## config.mk

```make
export PLATFORM = sky130hd
export DESIGN_NAME = parameter_access_interpreter
export DESIGN_NICKNAME = d
export VERILOG_FILES = /design/src/hw/request_decoder.v /design/src/hw/parameter_access_interpreter.v
export VERILOG_INCLUDE_DIRS = /design/src /design/src/hw
export SDC_FILE = /design/constraint.sdc
export NUM_CORES = 1
export LEC_CHECK = 0
export BUFFER_PORTS_ARGS = -buffer_cell sky130_fd_sc_hd__clkbuf_2
export CAP_MARGIN = 20
export CORE_AREA = 2 2 164 166
export DETAILED_ROUTE_END_ITERATION = 12
export DIE_AREA = 0 0 166 168
export PLACE_DENSITY = 0.5
export SYNTH_ARGS = -nofsm -noshare
export SYNTH_HDL_FRONTEND = slang
export SYNTH_SLANG_ARGS = --single-unit
```

## constraint.sdc

```tcl
create_clock -name clk_in -period 3.1 [get_ports clk_in]
set_input_delay 0.62 -clock clk_in [delete_from_list [all_inputs] [get_ports clk_in]]
set_output_delay 0.62 -clock clk_in [all_outputs]
set_load 0.03 [all_outputs]
```

## src/hw/param_access_map.vh

```
`ifndef PARAM_ACCESS_MAP_VH
`define PARAM_ACCESS_MAP_VH
// Request operation codes.
`define OP_READ        8'h01
`define OP_WRITE       8'h02
// Response codes.
`define RSP_ERROR      8'h00
`define RSP_READ       8'h01
`define RSP_WRITE      8'h02
// Error marker and reason codes.
`define ERR_MARK       8'hff
`define ERR_BAD_OP     8'h01
`define ERR_BAD_INDEX  8'h02
`define ERR_BAD_TYPE   8'h03
`define ERR_NO_WRITE   8'h04
`define ERR_LIMITS     8'h05
`define ERR_BAD_ELEM   8'h06
`define ERR_NOT_ARRAY  8'h07
`define ERR_RESET_ONLY 8'h08
`define ERR_FIXED      8'h09
`define ERR_MODE       8'h0a
`define ERR_NO_BUS     8'h0b
`define ERR_OTHER      8'hfe
// Length field values.
`define LEN_VALUE      8'h04
`define LEN_ERROR      8'h04
`define LEN_NONE       8'h00
`define LEN_MAX        8'h1b
// Store answer timeout in clock cycles.
`define STORE_TIMEOUT  8'hff
`endif

```

## src/hw/request_decoder.v

```verilog
`timescale 1ns/1ps
`default_nettype none
`include "param_access_map.vh"

// Splits a request record into fields and flags a bad operation code.
module request_decoder (
    // Request record, operation byte in the top bits.
    input  wire [63:0] record_in,
    // Decoded fields.
    output wire [7:0]  op_out,
    output wire [15:0] index_out,
    output wire [7:0]  element_out,
    output wire [31:0] value_out,
    output wire        op_bad_out
);
    // Field order is operation, index, element, value.
    assign op_out      = record_in[63:56];
    assign index_out   = record_in[55:40];
    assign element_out = record_in[39:32];
    assign value_out   = record_in[31:0];
    assign op_bad_out  = (op_out != `OP_READ) && (op_out != `OP_WRITE);
endmodule // request_decoder
`default_nettype wire

```

## src/hw/parameter_access_interpreter.v

```verilog
// Summary of operation
// - One request input record port and one response output record port.
// - Request holds opcode, two-byte index, element byte, four-byte value.
// - Response holds code byte, two-byte index, length byte, value bytes.
// - Length counts value bytes, zero to twenty-seven, value carries that many.
// - Failed request answers value byte 0 all ones, reason in byte 3.
// - Reason codes one to eleven, 0xfe for any other failure.
// - Read values go least significant byte first.
`timescale 1ns/1ps
`default_nettype none
`include "param_access_map.vh"

// A strobe taken in idle starts one store access, or is refused locally
// for an unknown operation. The answer strobe follows two cycles after the
// store answers or after the wait timer runs out. busy_out covers the
// whole transfer and any strobe seen while it is high is dropped without
// an answer. That keeps pairing strict without a request queue, but the
// requester has to wait for each answer before sending the next record.

module parameter_access_interpreter (
    // Clock and reset.
    input  wire         clk_in,
    input  wire         reset_in,
    // Request record from the network, one-cycle valid strobe.
    input  wire [63:0]  param_request_input_in,
    input  wire         request_valid_in,
    // Response record to the network; value bytes are bytes 0..26.
    output reg  [7:0]   rsp_code_out,
    output reg  [15:0]  rsp_index_out,
    output reg  [7:0]   rsp_length_out,
    output reg  [215:0] param_response_output_out,
    output reg          response_valid_out,
    output reg          busy_out,
    // Parameter store access.
    output reg          store_req_out,
    output reg          store_write_out,
    output reg  [15:0]  store_index_out,
    output reg  [7:0]   store_element_out,
    output reg  [31:0]  store_wdata_out,
    input  wire         store_ack_in,
    input  wire         store_error_in,
    input  wire [7:0]   store_reason_in,
    input  wire [31:0]  store_rdata_in
);
    // -------------------------------------------------------------------
    // States.
    // -------------------------------------------------------------------
    localparam [2:0] S_IDLE = 3'b001;
    localparam [2:0] S_WAIT = 3'b010;
    localparam [2:0] S_DONE = 3'b100;

    // Idle waits for a strobe, wait keeps the store access open, and done
    // spends one cycle raising the answer strobe.
    reg [2:0] state_r;
    // Store wait cycles; eight bits hold the fixed limit without wrapping.
    reg [7:0] timer_r;

    // Decoded request fields.
    wire [7:0]  op_w;
    wire [15:0] index_w;
    wire [7:0]  element_w;
    wire [31:0] value_w;
    wire        op_bad_w;

    // -------------------------------------------------------------------
    // Request field split.
    // -------------------------------------------------------------------
    // The decoder is combinational and is only looked at in idle, in the
    // cycle a strobe is taken, so a record that changes afterwards cannot
    // disturb a transfer that is already in flight.
    request_decoder decoder (
        .record_in   (param_request_input_in),
        .op_out      (op_w),
        .index_out   (index_w),
        .element_out (element_w),
        .value_out   (value_w),
        .op_bad_out  (op_bad_w)
    );

    // -------------------------------------------------------------------
    // Answer builders.
    // -------------------------------------------------------------------
    // Code, length and value of an answer are set at one edge; the index is
    // set when the strobe is taken, so it leads the rest for a store access and shares their edge for a refused operation.
    // Builds the value field of an error answer; byte 0 at the low end.
    function [215:0] error_value;
        input [7:0] reason;
        begin
            error_value = {184'h0, reason, 16'h0000, `ERR_MARK};
        end
    endfunction

    // Maps store reasons outside the known set onto the catch-all code.
    // A zero reason from the store lands on the catch-all as well.
    function [7:0] clean_reason;
        input [7:0] reason;
        begin
            if (reason >= `ERR_BAD_OP && reason <= `ERR_NO_BUS) begin
                clean_reason = reason;
            end else begin
                clean_reason = `ERR_OTHER;
            end
        end
    endfunction

    // Places a read value in bytes 0..3, low byte first, so byte 1 weighs
    // 256 against byte 0; the spare bytes 4..26 stay zero.
    function [215:0] read_value;
        input [31:0] data;
        begin
            read_value = {184'h0, data};
        end
    endfunction

    // -------------------------------------------------------------------
    // Store wait timer.
    // -------------------------------------------------------------------
    // Runs only in the wait state and restarts from zero everywhere else,
    // so each access gets the full limit however long the last one took.
    // The compare against the limit lives in the sequencer.
    always @(posedge clk_in) begin
        if (reset_in) begin
            timer_r <= 8'h00;
        end else if (state_r != S_WAIT) begin
            timer_r <= 8'h00;
        end else begin
            timer_r <= timer_r + 8'h01;
        end
    end

    // -------------------------------------------------------------------
    // Sequencer.
    // -------------------------------------------------------------------
    // Requests arriving while busy are dropped, so the requester must wait
    // for the answer; this keeps strict one-for-one pairing without a queue.
    always @(posedge clk_in) begin
        if (reset_in) begin
            // Everything the network and the store see starts at zero.
            state_r                   <= S_IDLE;
            rsp_code_out              <= `RSP_ERROR;
            rsp_index_out             <= 16'h0000;
            rsp_length_out            <= `LEN_NONE;
            param_response_output_out <= 216'h0;
            response_valid_out        <= 1'b0;
            busy_out                  <= 1'b0;
            store_req_out             <= 1'b0;
            store_write_out           <= 1'b0;
            store_index_out           <= 16'h0000;
            store_element_out         <= 8'h00;
            store_wdata_out           <= 32'h0;
        end else begin
            response_valid_out <= 1'b0;
            store_req_out      <= 1'b0;
            case (state_r)
                S_IDLE: begin
                    // The index is latched at once, so the echo never
                    // depends on the record standing after the strobe.
                    if (request_valid_in) begin
                        busy_out      <= 1'b1;
                        rsp_index_out <= index_w;
                        if (op_bad_w) begin
                            rsp_code_out   <= `RSP_ERROR;
                            rsp_length_out <= `LEN_ERROR;
                            param_response_output_out <=
                                error_value(`ERR_BAD_OP);
                            state_r <= S_DONE;
                        end else begin
                            store_req_out     <= 1'b1;
                            store_write_out   <= (op_w == `OP_WRITE);
                            store_index_out   <= index_w;
                            store_element_out <= element_w;
                            store_wdata_out   <= value_w;
                            state_r           <= S_WAIT;
                        end
                    end
                end
                S_WAIT: begin
                    if (store_ack_in) begin
                        // Known store reasons pass through unchanged.
                        if (store_error_in) begin
                            rsp_code_out   <= `RSP_ERROR;
                            rsp_length_out <= `LEN_ERROR;
                            param_response_output_out <=
                                error_value(clean_reason(store_reason_in));
                        end else if (store_write_out) begin
                            rsp_code_out   <= `RSP_WRITE;
                            rsp_length_out <= `LEN_NONE;
                            param_response_output_out <= 216'h0;
                        end else begin
                            rsp_code_out   <= `RSP_READ;
                            rsp_length_out <= `LEN_VALUE;
                            param_response_output_out <=
                                read_value(store_rdata_in);
                        end
                        state_r <= S_DONE;
                    end else if (timer_r == `STORE_TIMEOUT) begin
                        // A silent store must not leave the requester hanging.
                        // The limit is fixed: an ack that turns up later is ignored in
                        // done or idle, but one that lands in a later wait answers that access.
                        rsp_code_out   <= `RSP_ERROR;
                        rsp_length_out <= `LEN_ERROR;
                        param_response_output_out <=
                            error_value(`ERR_OTHER);
                        state_r <= S_DONE;
                    end
                end
                S_DONE: begin
                    // Busy falls with the strobe, so a new request may be
                    // taken in the very cycle the answer is shown.
                    response_valid_out <= 1'b1;
                    busy_out           <= 1'b0;
                    state_r            <= S_IDLE;
                end
                // A corrupted state code falls back to idle, not a lockup.
                default: begin
                    state_r  <= S_IDLE;
                    busy_out <= 1'b0;
                end
            endcase
        end
    end
endmodule // parameter_access_interpreter
`default_nettype wire

```

==> flow_metrics.tcl, run 1 <==
set metrics [dict create \
    drt-vias-per-instance 4.00 \
    max_clock_freq_mhz 474 \
    cts_inserted_buffers 17 \
    place_congestion 0.734 \
    total_power_uw 4370 \
    final_common_cell "sky130_fd_sc_hd__clkbuf_2" \
    crit_chain "clkbuf_2" \
    grt-ovfl-total 0 \
    place_area_um2 6870 \
    dieArea_um2 27900 \
    floorplan.initialDensity_pct 23.6 \
    finish.cell_count_without_fillers 1280 \
    data_required_critical_path_ns 2.48 \
    crit_arrival_ns 1.49 \
    timing.rr.start "state_r[0]" \
    cellPowerDensity_nw_per_um2 583 \
    combinationalPowerShare_pct 14.5 \
    critical-path-slowest-cell "sky130_fd_sc_hd__dfxtp_1" \
    worst_setup_hold_path_clk_slew_ns 0.06 \
    placeableCoreArea_um2 26400 \
    clock_path_buffers 2 \
    tritoncts "done" \
    worstMarginPinSlew_ns 0.907 \
    final_nets 1036 \
    worst_setup_path_end_kind "output port" \
    timing.hold.worst_path_depth 2 \
    layout_common_cells "sky130_fd_sc_hd__clkbuf_2, sky130_fd_sc_hd__conb_1, sky130_fd_sc_hd__dfxtp_1, sky130_fd_sc_hd__a21oi_1, sky130_fd_sc_hd__nand3_1" \
    finClkSkew_ns 0.0155 \
    synth_top_area_share_pct 39.3 \
    rsz0062_at_grt "no" \
    post_synth_inst_count 725 \
    slew_headroom_pct 39.1 \
    antenna_violating_nets_post_route 0 \
    cts_htree_levels 4 \
    cts_resized 0 \
    i_o_buffers 219 \
    slowest_delay_ns 0.74 \
    power_switching_share_pct 29.2 \
    grt_antenna_before_repair 0 \
    timing.rr.end "store_wdata_out[8]" \
    cpLargestDelayFamily "flip-flops" \
    vias 5115 \
    floorplan.io_pins 417 \
    all_layer_global_routing_usage_pct 11.9 \
    die-width_um 166 \
    crit_buf_inv 1 \
    dpl.hpwl_um 12600 \
    core_rows 60 \
    final-max-slew-violation-count 0 \
    number_of_detailed_routing_iterations_run_before_antenna_repair 4 \
    finalCritPeriodShare_pct 68.1 \
    internal-power_uw 3100 \
    final_design_area_no_fill_um2 7500 \
    dr.first_iter.drc_count 251 \
    yosys_register_bits 122 \
    finalSetupTns_ns 0 \
    critical_path_fanouts_max 17 \
    category_of_the_worst_setup_path_launch_point "flip-flop" \
    seq_pwr_share_pct 36.9 \
    run_status "finished, final reports clean" \
    synth_warnings 0 \
    synth_sequential_area_ratio_pct 39.3 \
    detail_route.wirelength_um 17500 \
    worstHoldEndpoint "param_response_output_out[22]" \
    peakVddDrop_v 0.000241 \
    switching_power_uw 1280 \
    number_of_global_route_vias_before_repair 4474 \
    rr_worst_depth 5 \
    criticalPathCategory "flip-flop to output port" \
    synth_area_leaders "sky130_fd_sc_hd__dfxtp_1, sky130_fd_sc_hd__buf_4, sky130_fd_sc_hd__a21oi_1, sky130_fd_sc_hd__nand3_1, sky130_fd_sc_hd__o21ai_0" \
    post_synth.cell_area_avg_um2 8.56 \
    placed_cells 1248 \
    fp.dieH_um 168 \
    worst-r2r-setup-slack_ns 1.00 \
    synth_async_sr_flop_share_pct 0 \
    synth-main-ff-cell "sky130_fd_sc_hd__dfxtp_1" \
    clock_sink_count 122 \
    routed_wire_length_per_instance_um 13.7 \
    synth.cell_area_um2 6210 \
    layout-drive-gt1-share_pct 29.1 \
    antenna-diode-count 0 \
    clkLatencyLatePin_ns 0.41 \
    finalHoldViolations 0 \
    synth.largest_area_cell "sky130_fd_sc_hd__dfxtp_1" \
    first_pass_grt_wire_length_um 26100 \
    leakagePower_uw 0.00346 \
    worstHoldStart "store_rdata_in[22]" \
    clk_root_buffer_cell "sky130_fd_sc_hd__clkbuf_16" \
    clock_period_minus_final_worst_setup_slack_ns 2.11 \
    largest_net_degree_at_the_start_of_global_routing 58 \
    post-cts-setup-buffer-count 0 \
    area.growth.synth_to_final_pct 20.8 \
    setup_violations 0 \
    relative_contribution_of_the_clock_network_to_total_power_pct 48.6 \
    cap_violations 0 \
    post_cts_hold_buffer_count 0 \
    synth_cell_type_count 47 \
    hold_path_class "primary input to flip-flop" \
    drcViolationCount 0 \
    edff_count_synth 0 \
]
-- power groups by stage --
stage	Clock, uW	Combinational, uW	Sequential (uW)
detailed placement	0	633	1650
global route	2270	676	1620
finish	2130	635	1610
CTS	2200	634	1610
floorplan	0	625	1700
global placement	0	633	1650
-- sequential cells by signal, indices dropped and copies added, names as in the netlist --
name                       cells
busy_out                       1
param_response_output_out     32
response_valid_out             1
rsp_code_out                   2
rsp_index_out                 16
rsp_length_out                 1
state_r                        3
store_element_out              8
store_index_out               16
store_req_out                  1
store_wdata_out               32
store_write_out                1
timer_r                        8
-- per-stage QoR --
stage | hold slack, ns | util [%] | worst slack, ns
2_1_floorplan | 0.413 | - | 1.19
3_3_place_gp | 0.427 | 26.1 | 0.639
3_5_place_dp | 0.430 | 26.1 | 0.604
4_1_cts | 0.402 | 28.5 | 0.906
5_1_grt | 0.412 | 28.5 | 0.707
6_report | 0.421 | 28.5 | 0.989
-- cell usage after synthesis, types with 2 or more instances --
cell and count:
sky130_fd_sc_hd__a221oi_1 4, sky130_fd_sc_hd__and3_1 4, sky130_fd_sc_hd__buf_4 198, sky130_fd_sc_hd__xnor2_1 3, sky130_fd_sc_hd__dfxtp_1 122, sky130_fd_sc_hd__nand3_1 58, sky130_fd_sc_hd__o2bb2ai_1 5, sky130_fd_sc_hd__or4_1 2
sky130_fd_sc_hd__nand2b_1 14, sky130_fd_sc_hd__nor2_1 12, sky130_fd_sc_hd__buf_6 3, sky130_fd_sc_hd__a31oi_1 2, sky130_fd_sc_hd__a221oi_2 5, sky130_fd_sc_hd__nor4b_1 2, sky130_fd_sc_hd__a21o_1 2, sky130_fd_sc_hd__o221ai_1 3
sky130_fd_sc_hd__mux2i_1 3, sky130_fd_sc_hd__and2_1 3, sky130_fd_sc_hd__buf_2 9, sky130_fd_sc_hd__nor2b_1 7, sky130_fd_sc_hd__o21ai_0 55, sky130_fd_sc_hd__inv_1 10, sky130_fd_sc_hd__a22o_1 16, sky130_fd_sc_hd__xor2_1 3
sky130_fd_sc_hd__a21oi_1 80, sky130_fd_sc_hd__clkbuf_1 33, sky130_fd_sc_hd__nand4_1 3, sky130_fd_sc_hd__nand2_1 40, sky130_fd_sc_hd__o21ai_1 6
-- per-layer routing --
| metal | share of wire [%] | track usage [%] |
|---|---|---|
| met2 | 48 | 19.4 |
| met4 | 1.3 | 4.08 |
| met5 | 0 | 0 |
| met3 | 7.0 | 3.57 |
| met1 | 44 | 15.1 |
-- logic make-up after synthesis --
| family | Yosys count | share of synthesized area [%] |
|---|---|---|
| AOI/OAI and AO/OA | 180 | 17.2 |
| xor gates and xnor gates | 6 | 0.847 |
| adders and majority gates | 1 | 0.201 |
| buffers and inverters | 253 | 27.8 |
| DFF | 122 | 39.3 |
| muxes | 4 | 0.665 |
| other | 1 | 0.0604 |
| and+or+nand+nor | 158 | 13.8 |
-- cell type report --
| type | instances | area (um2) |
|---|---|---|
| fill | 2885 | 18900 |
| multi-input combinational | 546 | 2780 |
| sequential | 122 | 2440 |
| timing repair buffer | 229 | 1190 |
| clock buffer | 21 | 460 |
| tap | 341 | 427 |
| clock inverter | 11 | 169 |
| inverter | 10 | 37.5 |
-- worst max path at each step --
stage	from	to	slack (ns)	cells after the start
floorplan	param_request_input_in[59]	store_wdata_out[27]	1.19	6
global route	state_r[0]	store_wdata_out[5]	0.71	5
finish	store_write_out	store_write_out	0.99	1
detailed placement	param_request_input_in[58]	store_wdata_out[8]	0.60	6
global placement	param_request_input_in[58]	store_index_out[5]	0.64	6
CTS	store_write_out	store_write_out	0.91	1
Power figures use the tool's default switching activity.
==> run 2: changes to the inputs <==
Settings changed: CORE_AREA 2 2 164 166 to 2 2 162 164, DIE_AREA 0 0 166 168 to 0 0 164 166, PLACE_DENSITY 0.5 to 0.51.
Clock period 3.1 ns to 2 ns, I/O delays scaled along.
==> run 2 against run 1 <==
Die area down 2.4%. Clock power increased by 40%. Core utilization rose by 1.1 points. Critical path depth is 4 higher. Cell area up 0.85%. Power up 48%. Critical path type is now flip-flop to flip-flop.
==> flow_metrics.tcl, run 2 (synthesis results as in run 1) <==
set metrics [dict create \
    crit_chain "nor4b_1 > o21ai_2 > a31oi_1 > buf_4 > a22o_1" \
    grt_antenna_before_repair 0 \
    drt-vias-per-instance 3.99 \
    placed_cells 1257 \
    finalSetupTns_ns 0 \
    placeableCoreArea_um2 25600 \
    first_pass_grt_wire_length_um 26300 \
    place_area_um2 6990 \
    layout_common_cells "sky130_fd_sc_hd__clkbuf_2, sky130_fd_sc_hd__conb_1, sky130_fd_sc_hd__dfxtp_1, sky130_fd_sc_hd__a21oi_1, sky130_fd_sc_hd__nand3_1" \
    switching_power_uw 2040 \
    cts_resized 0 \
    finish.cell_count_without_fillers 1289 \
    worstMarginPinSlew_ns 0.650 \
    final_nets 1051 \
    all_layer_global_routing_usage_pct 12.4 \
    clk_root_buffer_cell "sky130_fd_sc_hd__clkbuf_16" \
    core_rows 59 \
    final_design_area_no_fill_um2 7560 \
    grt-ovfl-total 0 \
    cts_inserted_buffers 17 \
    hold_path_class "primary input to flip-flop" \
    detail_route.wirelength_um 17400 \
    power_switching_share_pct 31.4 \
    combinationalPowerShare_pct 15.4 \
    dr.first_iter.drc_count 205 \
    worstHoldStart "store_rdata_in[13]" \
    finalHoldViolations 0 \
    number_of_global_route_vias_before_repair 4637 \
    final_common_cell "sky130_fd_sc_hd__clkbuf_2" \
    critical-path-slowest-cell "sky130_fd_sc_hd__dfxtp_1" \
    slowest_delay_ns 0.43 \
    drcViolationCount 0 \
    run_status "finished, final reports clean" \
    cap_violations 0 \
    setup_violations 0 \
    post-cts-setup-buffer-count 0 \
    leakagePower_uw 0.00351 \
    slew_headroom_pct 56.7 \
    relative_contribution_of_the_clock_network_to_total_power_pct 46.0 \
    cpLargestDelayFamily "compound AO/OA/AOI/OAI gates" \
    final-max-slew-violation-count 0 \
    die-width_um 164 \
    fp.dieH_um 166 \
    largest_net_degree_at_the_start_of_global_routing 58 \
    finalCritPeriodShare_pct 88.5 \
    finClkSkew_ns 0.00895 \
    antenna_violating_nets_post_route 0 \
    i_o_buffers 219 \
    category_of_the_worst_setup_path_launch_point "flip-flop" \
    worst_setup_hold_path_clk_slew_ns 0.06 \
    routed_wire_length_per_instance_um 13.5 \
    worst_setup_sp "state_r[1]" \
    antenna-diode-count 0 \
    post_cts_hold_buffer_count 0 \
    dieArea_um2 27200 \
    place_congestion 0.742 \
    largestRegisters "param_response_output_out x32, store_wdata_out x32" \
    layout-drive-gt1-share_pct 30.5 \
    timing.hold.ws_ns 0.200 \
    worst_setup_path_end_kind "flip-flop" \
    pre_cts_ws_ns 0.0788 \
    rsz0062_at_grt "no" \
    filler_cell_count 2793 \
    crit_buf_inv 1 \
    vias 5140 \
    dpl.hpwl_um 12600 \
    clock_period_minus_final_worst_setup_slack_ns 1.77 \
    cellPowerDensity_nw_per_um2 858 \
    critical_path_fanouts_max 21 \
    max_clock_freq_mhz 565 \
    crit_arrival_ns 2.12 \
    internal-power_uw 4450 \
    area.growth.synth_to_final_pct 21.8 \
    clock_sink_count 122 \
    clkLatencyLatePin_ns 0.41 \
    setup_slack_ns 0.230 \
    data_required_critical_path_ns 2.35 \
    floorplan.io_pins 417 \
    floorplan.initialDensity_pct 24.2 \
    number_of_detailed_routing_iterations_run_before_antenna_repair 4 \
    seq_pwr_share_pct 38.6 \
    cts_htree_levels 4 \
    clock_path_buffers 2 \
    peakVddDrop_v 0.000472 \
    timing.rr.start "state_r[1]" \
    criticalPathCategory "flip-flop to flip-flop" \
    tritoncts "done" \
]
[run 2: path summary, 6_finish.rpt]
check                                   to  slack [ns]  depth (start not counted)
min          param_response_output_out[13]        0.20                          2
max          param_response_output_out[20]        0.23                          5
min reg2reg                     timer_r[0]        0.45                          1
max reg2reg  param_response_output_out[20]        0.23                          5
[run 2: cell type report]
cell class / count / area, um2 / area share (%)
multi-input cells: 546 / 2780 / 36.8
flip-flops and latches: 122 / 2440 / 32.3
repair buffers: 244 / 1310 / 17.3
clock buffers: 19 / 453 / 5.99
well taps: 335 / 419 / 5.54
clock inverters: 13 / 119 / 1.57
inverters: 10 / 37.5 / 0.496
[run 2: per-layer routing]
| metal | wire (um) | GRT usage, % | part of all wire (%) |
|---|---|---|---|
| met3 | 1260 | 3.77 | 7.2 |
| met4 | 213 | 3.89 | 1.2 |
| met2 | 8490 | 20.6 | 49 |
| met1 | 7440 | 15.4 | 43 |
| met5 | 0 | 0 | 0 |
[run 2: through the flow]
stage	total power (uW)	utilization, %
2_1_floorplan	3610	-
3_3_place_gp	3550	27.3
3_5_place_dp	3560	27.3
4_1_cts	6630	29.5
5_1_grt	6780	29.5
6_report	6490	29.5
[run 2: worst reg2reg max path: stages (launching register included)]
cell and delay, ns:
sky130_fd_sc_hd__dfxtp_1 0.43, sky130_fd_sc_hd__nor4b_1 0.39, sky130_fd_sc_hd__o21ai_2 0.18, sky130_fd_sc_hd__a31oi_1 0.25, sky130_fd_sc_hd__buf_4 0.29, sky130_fd_sc_hd__a22o_1 0.18
[run 2: power by group through the flow]
stage	registers [uW]	logic [uW]	clock network, uW
6_report	2500	1000	2980
5_1_grt	2510	1070	3200
4_1_cts	2500	1000	3120
3_5_place_dp	2560	1000	0
3_3_place_gp	2550	1000	0
2_1_floorplan	2640	969	0
==> run 3: changes to the inputs <==
Settings changed: ABC_AREA set to 1, CELL_PAD_IN_SITES_DETAIL_PLACEMENT set to 0, CELL_PAD_IN_SITES_GLOBAL_PLACEMENT set to 1, CORE_AREA 2 2 162 164 to 2 2 164 166, DIE_AREA 0 0 164 166 to 0 0 166 168, PLACE_DENSITY 0.51 to 0.68.
==> run 3 against run 2 <==
Non-clock buffer count rose by 2. Critical endpoint is now store_write_out. Critical path type is now flip-flop to output port. Setup slack better by 0.076 ns. Largest power group unchanged. Via count decreased by 1.3%. Synthesized cell count increased by 8.4%. Worst hold slack better by 0.0081 ns. Cell area fell by 0.40%. Highest routed layer unchanged.
==> flow_metrics.tcl, run 3 <==
set metrics [dict create \
    tritoncts "done" \
    clk_root_buffer_cell "sky130_fd_sc_hd__clkbuf_16" \
    grt_antenna_before_repair 1 \
    all_layer_global_routing_usage_pct 11.7 \
    detail_route.wirelength_um 16800 \
    synth_compound_area_share_pct 10.7 \
    cts_resized 0 \
    die-width_um 166 \
    synth-main-ff-cell "sky130_fd_sc_hd__dfxtp_1" \
    synth_warnings 0 \
    synth_top_area_share_pct 40.6 \
    core_rows 60 \
    most_used_standard_cell_by_instance_count_after_synthesis "sky130_fd_sc_hd__buf_4" \
    synth_async_sr_flop_share_pct 0 \
    rsz0062_at_grt "no" \
    post_cts_hold_buffer_count 0 \
    placeableCoreArea_um2 26400 \
    critical_path_fanouts_max 6 \
    dr.first_iter.drc_count 93 \
    worst_setup_hold_path_clk_slew_ns 0.07 \
    crit_arrival_ns 1.29 \
    layout-drive-gt1-share_pct 28.0 \
    final-max-slew-violation-count 0 \
    layout_common_cells "sky130_fd_sc_hd__clkbuf_2, sky130_fd_sc_hd__conb_1, sky130_fd_sc_hd__nor2_1, sky130_fd_sc_hd__dfxtp_1, sky130_fd_sc_hd__nand2_1" \
    finClkSkew_ns 0.0114 \
    cellPowerDensity_nw_per_um2 928 \
    place_area_um2 6940 \
    clock_path_buffers 2 \
    post-cts-setup-buffer-count 0 \
    synth_area_leaders "sky130_fd_sc_hd__dfxtp_1, sky130_fd_sc_hd__buf_4, sky130_fd_sc_hd__nor2_1, sky130_fd_sc_hd__nand2_1, sky130_fd_sc_hd__o21ai_0" \
    drcViolationCount 0 \
    hold_path_class "primary input to flip-flop" \
    synth_sequential_area_ratio_pct 40.6 \
    yosys.area_share.adder_pct 0.208 \
    cts_inserted_buffers 17 \
    setup_violations 0 \
    antenna_violating_nets_post_route 0 \
    synthTopCellsByCount "sky130_fd_sc_hd__buf_4, sky130_fd_sc_hd__nor2_1, sky130_fd_sc_hd__dfxtp_1" \
    grt-ovfl-total 0 \
    synth.largest_area_cell "sky130_fd_sc_hd__dfxtp_1" \
    pre_cts_ws_ns 0.0387 \
    filler_cell_count 2931 \
    synthMuxAreaShare_pct 0 \
    post_synth_inst_count 786 \
    dpl.hpwl_um 12900 \
    largest_net_degree_at_the_start_of_global_routing 43 \
    number_of_detailed_routing_iterations_run_before_antenna_repair 4 \
    synth_cell_type_count 32 \
    vias 5073 \
    post_synth_xor_area_fraction_pct 0.291 \
    slowest_delay_ns 0.59 \
    first_pass_grt_wire_length_um 25400 \
    crit_buf_inv 1 \
    yosys_register_bits 122 \
    worst_setup_path_end_kind "output port" \
    fp.dieH_um 168 \
    synthSimpleGateAreaFrac_pct 18.6 \
    leakagePower_uw 0.00385 \
    floorplan.io_pins 417 \
    synth_top_family_by_area "buffers and inverters" \
    cts_htree_levels 4 \
    clock_period_minus_final_worst_setup_slack_ns 1.69 \
    finalSetupTns_ns 0 \
    antenna-diode-count 0 \
    critical-path-slowest-cell "sky130_fd_sc_hd__dfxtp_1" \
    routed_wire_length_per_instance_um 12.2 \
    data_required_critical_path_ns 1.60 \
    clock_sink_count 122 \
    setup_slack_ns 0.306 \
    category_of_the_worst_setup_path_launch_point "flip-flop" \
    crit_chain "clkbuf_2" \
    criticalPathCategory "flip-flop to output port" \
    edff_count_synth 0 \
    final_nets 1129 \
    drt-vias-per-instance 3.69 \
    run_status "finished, final reports clean" \
    dieArea_um2 27900 \
    final_common_cell "sky130_fd_sc_hd__clkbuf_2" \
    floorplan.initialDensity_pct 22.8 \
    post_synth.cell_area_avg_um2 7.66 \
    i_o_buffers 219 \
    finalHoldViolations 0 \
    max_clock_freq_mhz 590 \
    cpLargestDelayFamily "flip-flops" \
    largestRegisters "param_response_output_out x32, store_wdata_out x32" \
    number_of_global_route_vias_before_repair 4705 \
    area.growth.synth_to_final_pct 25.2 \
    peakVddDrop_v 0.000421 \
    place_congestion 0.730 \
    final_design_area_no_fill_um2 7530 \
    worst-r2r-setup-slack_ns 0.33 \
    cap_violations 0 \
    clkLatencyLatePin_ns 0.41 \
    synth.cell_area_um2 6020 \
    finalCritPeriodShare_pct 84.7 \
]
-- run 3: cell types whose count changed after synthesis, moves of 14 or more --
cell / before / now
sky130_fd_sc_hd__a21oi_1: 80 / 42
sky130_fd_sc_hd__a22o_1: 16 / 0
sky130_fd_sc_hd__clkbuf_1: 33 / 19
sky130_fd_sc_hd__inv_1: 10 / 38
sky130_fd_sc_hd__nand2_1: 40 / 92
sky130_fd_sc_hd__nand2b_1: 14 / 0
sky130_fd_sc_hd__nand3_1: 58 / 25
sky130_fd_sc_hd__nor2_1: 12 / 133
-- run 3: final timing paths --
check,startpoint,to,depth (start not counted)
worst min register to register,state_r[0],response_valid_out,1
worst max-delay path,store_write_out,store_write_out,1
worst min-delay path,param_request_input_in[30],store_wdata_out[30],3
worst max register to register,state_r[1],store_index_out[11],8
-- run 3: area by class of cell --
class	count	area, um2	area share, %
clock inverters	14	158	2.09
clock buffers	18	439	5.83
multi-input cells	590	2530	33.7
flip-flops and latches	122	2440	32.4
well taps	341	427	5.66
inverters	42	158	2.09
repair buffers	246	1370	18.2
-- run 3: layer usage --
| metal | part of all wire, % | track usage (%) |
|---|---|---|
| met4 | 0.91 | 3.52 |
| met3 | 9.1 | 4.35 |
| met1 | 42 | 13.7 |
| met2 | 48 | 20.0 |
| met5 | 0 | 0 |
-- run 3: per-stage QoR --
| step | power (uW) | utilization, % | std cells | hold WS, ns |
|---|---|---|---|---|
| floorplan | 3840 | - | 982 | 0.399 |
| global placement | 3880 | 26.3 | 1341 | 0.415 |
| detailed placement | 3880 | 26.3 | 1341 | 0.432 |
| CTS | 7130 | 28.6 | 1373 | 0.179 |
| global route | 7330 | 28.6 | 1373 | 0.195 |
| finish | 6990 | 28.6 | 1373 | 0.208 |
-- run 3: power by group --
group | switching, uW | internal [uW]
combinational | 990 | 265
clock | 1270 | 1900
sequential | 45.3 | 2520
total | 2300 | 4680
-- run 3: cell families (layout without fill, tap and decap cells) --
logic type | count (synthesis) | count (layout)
AO/OA/AOI/OAI | 121 | 121
other | 1 | 197
flip-flops | 122 | 122
adder cells (fa/ha/maj) | 1 | 1
XOR/XNOR | 2 | 2
buffers and inverters | 270 | 320
AND/OR/NAND/NOR | 269 | 269
